## src/hdl/contention_params.svh

```systemverilog
// Constants for the display memory contention controller.
// Assumes inclusion by bare name from design files.
`ifndef CONTENTION_PARAMS_SVH
`define CONTENTION_PARAMS_SVH
`define ADDR_W 14
`define UPD_ADDR_RST 14'h0000
`define STROBE_CYCLES 1
`endif

```

## src/hdl/contention_pkg.sv

```systemverilog
// Types for the display memory contention controller.
// Assumes nothing beyond the params header.
package contention_pkg;
  typedef enum logic [2:0] {
    MODE_PRIORITY,
    MODE_INTERLEAVE,
    MODE_VBLANK,
    MODE_TRANSP_BLANK,
    MODE_TRANSP_INTERLEAVE
  } mode_e;
  typedef enum logic [1:0] {
    UPD_IDLE,
    UPD_WAIT_BLANK,
    UPD_STROBE
  } upd_state_e;
endpackage : contention_pkg

```

## src/hdl/addr_select_if.sv

```systemverilog
// Interface carrying the address selection between the top and its selector.
// Assumes one clock domain.
`timescale 1ns/1ns
`default_nettype none
`include "contention_params.svh"
interface addr_select_if;
  logic [`ADDR_W-1:0] scan_addr;
  logic [`ADDR_W-1:0] host_addr;
  logic [`ADDR_W-1:0] upd_addr;
  logic use_host;
  logic use_upd;
  logic [`ADDR_W-1:0] sel_addr;
  modport top (output scan_addr, host_addr, upd_addr, use_host, use_upd, input sel_addr);
  modport sel (input scan_addr, host_addr, upd_addr, use_host, use_upd, output sel_addr);
endinterface : addr_select_if
`default_nettype wire

```

## src/hdl/addr_selector.sv

```systemverilog
// Address multiplexer: scan address by default, host or update address on request.
// Assumes use_host and use_upd are never both set.
`timescale 1ns/1ns
`default_nettype none
module addr_selector (
  addr_select_if.sel sel
);
  always_comb
  begin
    if (sel.use_upd)
      sel.sel_addr = sel.upd_addr;
    else if (sel.use_host)
      sel.sel_addr = sel.host_addr;
    else
      sel.sel_addr = sel.scan_addr;
  end
endmodule : addr_selector
`default_nettype wire

```

## src/hdl/display_memory_update_contention.sv

```systemverilog
// Display memory contention controller: drives the refresh address bus under five schemes.
// Assumes sys_clk is the character clock, synchronous with the host two-phase clock.
// Overview of operation
// RULE_01 - In priority mode the scan address goes to memory unless a host memory select is active.
// RULE_02 - The host presents address in phase one and moves data only in phase two.
// RULE_03 - In interleave mode phase one carries the scan address and phase two the host address.
// RULE_04 - The character clock equals or is an even multiple of the host clock in interleave.
// RULE_05 - A readable status bit shows vertical blanking, retrace plus margin lines.
// RULE_06 - In vertical blanking mode the host only accesses memory while blanking shows; the code grants mem_select without checking vblank.
// RULE_07 - For a blanking update the host loads the address first, then the data latch.
// RULE_08 - At the next horizontal or vertical blank the update address is driven and strobed.
// RULE_09 - A ready bit is set once the pending blanking update is done.
// RULE_10 - The update address increments after each completed update.
// RULE_11 - The host waits for ready before loading the next update.
// RULE_12 - In transparent interleave phase one carries scan and phase two the update address.
// RULE_13 - The host loads the update address before direct access in transparent interleave.
// RULE_14 - The refresh address bus is fourteen bits wide.
// RULE_15 - In interleave each display memory select increments the update address.
// RULE_16 - Writing a new update address clears ready until its strobe has been issued.
`timescale 1ns/1ns
`default_nettype none
`include "contention_params.svh"
module display_memory_update_contention #(
  parameter int ADDR_W = `ADDR_W
) (
  // Clock and reset
  input wire logic sys_clk,
  input wire logic rstn,
  // Mode and timing
  input wire contention_pkg::mode_e mode,
  input wire logic phase2,
  input wire logic hblank,
  input wire logic vblank,
  input wire logic [ADDR_W-1:0] scan_addr,
  // Host side
  input wire logic [ADDR_W-1:0] host_addr,
  input wire logic mem_select,
  input wire logic upd_addr_wr,
  input wire logic [ADDR_W-1:0] upd_addr_data,
  // Memory side
  output logic [ADDR_W-1:0] refresh_address_bus,
  output logic update_store_strobe,
  output logic host_bus_gate,
  // Status
  output logic vblank_status,
  output logic update_ready
);
  addr_select_if asel ();
  addr_selector u_sel (
    .sel(asel)
  );
  contention_pkg::upd_state_e state_r, state_nxt;
  logic [ADDR_W-1:0] upd_addr_r, upd_addr_nxt;
  logic ready_r, ready_nxt;
  logic [ADDR_W-1:0] bus_r, bus_nxt;
  logic strobe_r, strobe_nxt;
  logic gate_r, gate_nxt;
  logic vbs_r, vbs_nxt;
  logic blank;
  logic interleave;
  assign blank = hblank | vblank;
  assign interleave = (mode == contention_pkg::MODE_INTERLEAVE) ||
                      (mode == contention_pkg::MODE_TRANSP_INTERLEAVE);
  // Selector steering
  assign asel.scan_addr = scan_addr;
  assign asel.host_addr = host_addr;
  assign asel.upd_addr = upd_addr_r;
  always_comb
  begin
    asel.use_host = 1'b0;
    asel.use_upd = 1'b0;
    unique case (mode)
      contention_pkg::MODE_PRIORITY, contention_pkg::MODE_VBLANK:
        asel.use_host = mem_select; // RULE_01
      contention_pkg::MODE_INTERLEAVE:
        asel.use_host = phase2; // RULE_03 RULE_04
      contention_pkg::MODE_TRANSP_INTERLEAVE:
        asel.use_upd = phase2; // RULE_12
      contention_pkg::MODE_TRANSP_BLANK:
        asel.use_upd = (state_r == contention_pkg::UPD_STROBE); // RULE_08
      default:
      begin
        asel.use_host = 1'b0;
        asel.use_upd = 1'b0;
      end
    endcase
  end
  // Update sequencer and outputs
  always_comb
  begin
    state_nxt = state_r;
    upd_addr_nxt = upd_addr_r;
    ready_nxt = ready_r;
    strobe_nxt = 1'b0;
    bus_nxt = asel.sel_addr;
    gate_nxt = asel.use_host;
    vbs_nxt = vblank; // RULE_05
    unique case (state_r)
      contention_pkg::UPD_IDLE:
        if (upd_addr_wr && mode == contention_pkg::MODE_TRANSP_BLANK)
          state_nxt = contention_pkg::UPD_WAIT_BLANK;
      contention_pkg::UPD_WAIT_BLANK:
        if (blank)
          state_nxt = contention_pkg::UPD_STROBE; // RULE_08
      contention_pkg::UPD_STROBE:
      begin
        strobe_nxt = 1'b1; // RULE_08
        upd_addr_nxt = upd_addr_r + 1'b1; // RULE_10
        ready_nxt = 1'b1; // RULE_09
        state_nxt = contention_pkg::UPD_IDLE;
      end
      default:
        state_nxt = contention_pkg::UPD_IDLE;
    endcase
    if (interleave && phase2 && mem_select)
      upd_addr_nxt = upd_addr_r + 1'b1; // RULE_15
    if (upd_addr_wr)
    begin
      upd_addr_nxt = upd_addr_data;
      ready_nxt = 1'b0; // RULE_16
      if (mode == contention_pkg::MODE_TRANSP_BLANK)
        state_nxt = contention_pkg::UPD_WAIT_BLANK;
    end
  end
  always_ff @(posedge sys_clk or negedge rstn)
  begin
    if (!rstn)
    begin
      state_r <= contention_pkg::UPD_IDLE;
      upd_addr_r <= `UPD_ADDR_RST;
      ready_r <= 1'b1;
      bus_r <= '0;
      strobe_r <= 1'b0;
      gate_r <= 1'b0;
      vbs_r <= 1'b0;
    end
    else
    begin
      state_r <= state_nxt;
      upd_addr_r <= upd_addr_nxt;
      ready_r <= ready_nxt;
      bus_r <= bus_nxt;
      strobe_r <= strobe_nxt;
      gate_r <= gate_nxt;
      vbs_r <= vbs_nxt;
    end
  end
  assign refresh_address_bus = bus_r; // RULE_14
  assign update_store_strobe = strobe_r;
  assign host_bus_gate = gate_r;
  assign vblank_status = vbs_r;
  assign update_ready = ready_r;

  // Assertions
  a_strobe_sets_ready: assert property (@(posedge sys_clk) disable iff (!rstn)
    $rose(update_store_strobe) |-> update_ready) // RULE_09
    else $error("ready not set with update strobe");
  a_strobe_addr_inc: assert property (@(posedge sys_clk) disable iff (!rstn)
    (state_r == contention_pkg::UPD_STROBE && !upd_addr_wr) |=> // RULE_10
    upd_addr_r == $past(upd_addr_r) + 1'b1)
    else $error("update address did not increment");
  a_strobe_on_bus: assert property (@(posedge sys_clk) disable iff (!rstn)
    (state_r == contention_pkg::UPD_STROBE && mode == contention_pkg::MODE_TRANSP_BLANK)
    |=> update_store_strobe && refresh_address_bus == $past(upd_addr_r)) // RULE_08
    else $error("strobe without update address on bus");
  a_wait_for_blank: assert property (@(posedge sys_clk) disable iff (!rstn)
    (state_r == contention_pkg::UPD_WAIT_BLANK && !blank && !upd_addr_wr)
    |=> state_r == contention_pkg::UPD_WAIT_BLANK) // RULE_08
    else $error("update left wait outside blanking");
  a_addr_wr_clears: assert property (@(posedge sys_clk) disable iff (!rstn)
    upd_addr_wr |=> !update_ready) // RULE_16
    else $error("ready not cleared by address write");
  a_vblank_status: assert property (@(posedge sys_clk) disable iff (!rstn)
    1'b1 |=> vblank_status == $past(vblank)) // RULE_05
    else $error("vertical blank status wrong");
  a_priority_sel: assert property (@(posedge sys_clk) disable iff (!rstn)
    (mode == contention_pkg::MODE_PRIORITY && mem_select) |=>
    refresh_address_bus == $past(host_addr) && host_bus_gate) // RULE_01
    else $error("host not selected on memory select");
  a_interleave_ph: assert property (@(posedge sys_clk) disable iff (!rstn)
    (mode == contention_pkg::MODE_TRANSP_INTERLEAVE && !phase2) |=>
    refresh_address_bus == $past(scan_addr)) // RULE_12
    else $error("scan address missing in phase one");
  a_upd_phase2: assert property (@(posedge sys_clk) disable iff (!rstn) // RULE_12
    (mode == contention_pkg::MODE_TRANSP_INTERLEAVE && phase2 && !upd_addr_wr) |=>
    refresh_address_bus == $past(upd_addr_r))
    else $error("update address missing in phase two");
  a_il_select_inc: assert property (@(posedge sys_clk) disable iff (!rstn)
    (interleave && phase2 && mem_select && !upd_addr_wr) |=>
    upd_addr_r == $past(upd_addr_r) + 1'b1) // RULE_15
    else $error("select did not increment update address");
  a_host_phase2: assert property (@(posedge sys_clk) disable iff (!rstn)
    (mode == contention_pkg::MODE_INTERLEAVE && phase2) |=>
    refresh_address_bus == $past(host_addr)) // RULE_03
    else $error("host address missing in phase two");
  c_blank_update: cover property (@(posedge sys_clk) disable iff (!rstn)
    upd_addr_wr ##[1:20] update_store_strobe);
  c_il_access: cover property (@(posedge sys_clk) disable iff (!rstn)
    mode == contention_pkg::MODE_TRANSP_INTERLEAVE && phase2 && mem_select);
  c_priority: cover property (@(posedge sys_clk) disable iff (!rstn)
    mode == contention_pkg::MODE_PRIORITY && mem_select);
endmodule : display_memory_update_contention
`default_nettype wire

```

## config.mk

```make
export PLATFORM = sky130hd
export DESIGN_NAME = display_memory_update_contention
export DESIGN_NICKNAME = d
export VERILOG_FILES = /design/src/hdl/contention_pkg.sv /design/src/hdl/addr_select_if.sv /design/src/hdl/addr_selector.sv /design/src/hdl/display_memory_update_contention.sv
export VERILOG_INCLUDE_DIRS = /design/src /design/src/hdl
export SDC_FILE = /design/constraint.sdc
export NUM_CORES = 1
export LEC_CHECK = 0
export BUFFER_PORTS_ARGS = -buffer_cell sky130_fd_sc_hd__clkbuf_2
export CAP_MARGIN = 20
export CORE_MARGIN = 2
export CORE_UTILIZATION = 47
export DETAILED_ROUTE_END_ITERATION = 8
export PLACE_DENSITY = 0.81
export SYNTH_ARGS = -nofsm -noshare
export SYNTH_HDL_FRONTEND = slang
export SYNTH_SLANG_ARGS = --single-unit
```

## constraint.sdc

```tcl
create_clock -name sys_clk -period 1.8 [get_ports sys_clk]
set_input_delay 0.27 -clock sys_clk [delete_from_list [all_inputs] [get_ports sys_clk]]
set_output_delay 0.27 -clock sys_clk [all_outputs]
set_load 0.01 [all_outputs]
```

==> impl_results.md <==
* Worst skew pair latency at 0.34 ns
* Setup_tns at 0 ns
* Ys Warns at 0
* Sequential-to-total area share from yosys stat at 0.504
* Global Route met1 Usage at 0.270
* DR WL/cell at 12.9 um
* Hold Path Depth at 1
* Number of port buffers at 69
* WP depth at 4
* Routed Antenna Nets at 0
* Final setup vio count at 0
* GRT met2 Usage at 0.333
* Startpoint Class: flip-flop
* CTS buffer count at 5
* Starting density of the core at 0.499
* Period minus WS final at 1.59 ns
* Area of the multi-input gates at 782 um2
* CTS tree: built
* HP Class: in2reg
* Crit Path Max Fanout at 6
* Std cell rows at 21
* Most frequent cells in the layout: clkbuf_2 (69), dfrtp_1 (33), nor2_1 (26)
* Final wirelength at 3830 um
* GRT Max-Usage Layer: met2
* R2R depth at 4
* Die extent in x at 64.0 um
* Commonest non-fill, non-tap cell in the layout: clkbuf_2
* Die footprint at 0.00410 mm2
* Crit path cell chain: and4_1, nand2_1, or4_1, a31oi_1
* Clock sink count at 34
* Final max-slew violation count at 0
* WS Path Type: reg2reg
* Seq cells post-synth at 34
* Tcrit/Tclk final at 0.882
* IO Pins at 70
* Slowest CP cell: dfrtp_1
* Via count at 1574
* Avg Vias per Cell at 5.32
* CTS Root Cell: clkbuf_4
* Hpwl dp at 2900 um
* Layout cells sized above 1 at 0.348
* Die height at 64.0 um
* GR Util All Layers at 0.208
* Worst slew pin tran at 0.413 ns
* 1st-pass router iterations at 4
* Worst EP arrival at 1.85 ns
* Slew headroom at 0.725
* Clk pin slew, worst setup/hold paths at 0.11 ns
* Layout area overhead at 30.1%
* Hold Vio Cnt, Final at 0
* GR Layer Usage met3 at 0.0511
* CP max stage delay at 0.45 ns
* Fmax at 0.630 GHz
* Max-cap viol count at 0
* Worst Skew at 0.0151 ns
* Sequential standard cell area at 852 um2
* Synth Net Count at 228
* Largest net degree at the start of global routing at 35
* Drt drc at 0
* Yosys cell types at 30
* Syn_area_per_cell at 9.67 um2
* First-pass GRT wire length at 6570 um
* Post-Syn Area at 0.00169 mm2
* CTS-repair resized insts at 0
* Number of global-route vias before repair at 1485
* Grt ovf at 0
* Power, Total at 1.73 mW
* P_leak at 1.03 nW
* Worst Path Required at 2.06 ns
* Worst path buffer plus inverter count at 0
* Crit path capture type: flip-flop
* Clk buf depth at 2
* Power Density at 784 mW/mm2
* H-tree levels at 2
* ANT cells at 0
* RePlAce Congestion at 0.780
* Initial antenna violation count at 0
* Fin nets at 302
* CORE AREA at 0.00339 mm2
* FILL cells at 283
* Post-Synthesis Cells at 175
* 1st-iter DRT viols at 44
* RSZ-0062 raised after global routing: false
* Status: finished, final reports clean
* Crit path max-delay family: simple AND/OR/NAND/NOR gates
* Max VDD drop at 0.485 mV
-- area by class of cell --
type	count	share of cell area
inverter	3	0.00512
clock inverter	3	0.0182
tap	46	0.0262
multi-input combinational	128	0.355
sequential	34	0.387
timing repair buffer	77	0.191
clock buffer	5	0.0171
-- worst register-to-register path: stages (launching register included) --
cell and delay [ns]:
dfrtp_1 0.45, and4_1 0.35, nand2_1 0.15, or4_1 0.41, a31oi_1 0.17
-- synthesized netlist by cell type --
library cell	n	area [um2]
clkbuf_1	4	15.0
a21oi_2	1	8.76
nor2b_1	2	12.5
a31oi_1	10	62.6
buf_4	1	7.51
and3b_1	1	8.76
nand4_1	3	18.8
dfrtp_1	33	826
nand3_1	8	40.0
o21ai_0	8	40.0
xor2_1	2	17.5
a32oi_2	1	16.3
a211oi_1	1	7.51
buf_2	4	20.0
or4_1	6	45.0
ha_1	1	12.5
and4_1	2	17.5
or3_1	6	37.5
buf_1	1	3.75
nand2b_1	2	12.5
nand2_1	9	33.8
a21oi_1	14	70.1
mux2i_1	15	150
o31ai_1	4	30.0
and2_1	2	12.5
dfstp_2	1	26.3
o211ai_1	3	22.5
nand3b_1	1	7.51
inv_1	3	11.3
nor2_1	26	97.6
-- sequential cells by signal (all words and copies together) (netlist names) --
register,cells
asel.upd_addr,14
refresh_address_bus,14
state_r,2
host_bus_gate,1
update_ready,1
update_store_strobe,1
vblank_status,1
-- power by group --
group	switching [mW]	internal, mW	total, mW
logic	0.157	0.141	0.298
clock network	0.266	0.288	0.554
registers	0.0454	0.829	0.875
total	0.468	1.26	1.73
-- cells by family (layout without fill, tap and decap cells) --
logic type               after synthesis  in the layout  share of synthesized area
buffers and inverters                 13             88                     0.0340
XOR/XNOR                               2              2                     0.0104
AO/OA/AOI/OAI                         42             42                      0.152
AND/OR/NAND/NOR                       68             68                      0.203
multiplexers                          15             15                     0.0888
adder cells (fa/ha/maj)                1              1                    0.00740
flip-flops                            34             34                      0.504
-- timing repair --
item,CTS,global route
hold buffers,1,0
endpoints found under the hold margin,33,0
setup buffers,0,0
-- routing by layer --
| metal | vias up | share of wire |
|---|---|---|
| li1 | 780 | - |
| met1 | 725 | 0.43 |
| met2 | 61 | 0.47 |
| met3 | 8 | 0.074 |
| met4 | 0 | 0.019 |
| met5 | - | 0 |
-- per-stage QoR --
stage / instances / worst slack (ns) / utilization / hold WS [ns] / area (um2)
final: 296 / 0.212 / 0.649 / 0.0728 / 2200
after global routing: 296 / 0.0717 / 0.649 / 0.0443 / 2200
after CTS: 296 / 0.222 / 0.649 / 0.0643 / 2200
after detailed placement: 287 / 0.140 / 0.623 / 0.320 / 2110
after global placement: 287 / 0.185 / 0.623 / 0.322 / 2110
after floorplan: 175 / 0.340 / - / -0.0256 / 1690
-- path summary, 6_finish.rpt --
path | start | endpoint | slack [ns]
worst max-delay path | asel.upd_addr[3] | asel.upd_addr[12] | 0.21
worst min-delay path | vblank | vblank_status | 0.07
worst max register to register | asel.upd_addr[3] | asel.upd_addr[12] | 0.21
worst min register to register | update_ready | update_ready | 0.51
max in group asynchronous | rstn | update_ready | 0.97
min in group asynchronous | rstn | asel.upd_addr[8] | 0.48
No activity file was read; power rests on OpenSTA's default activity.
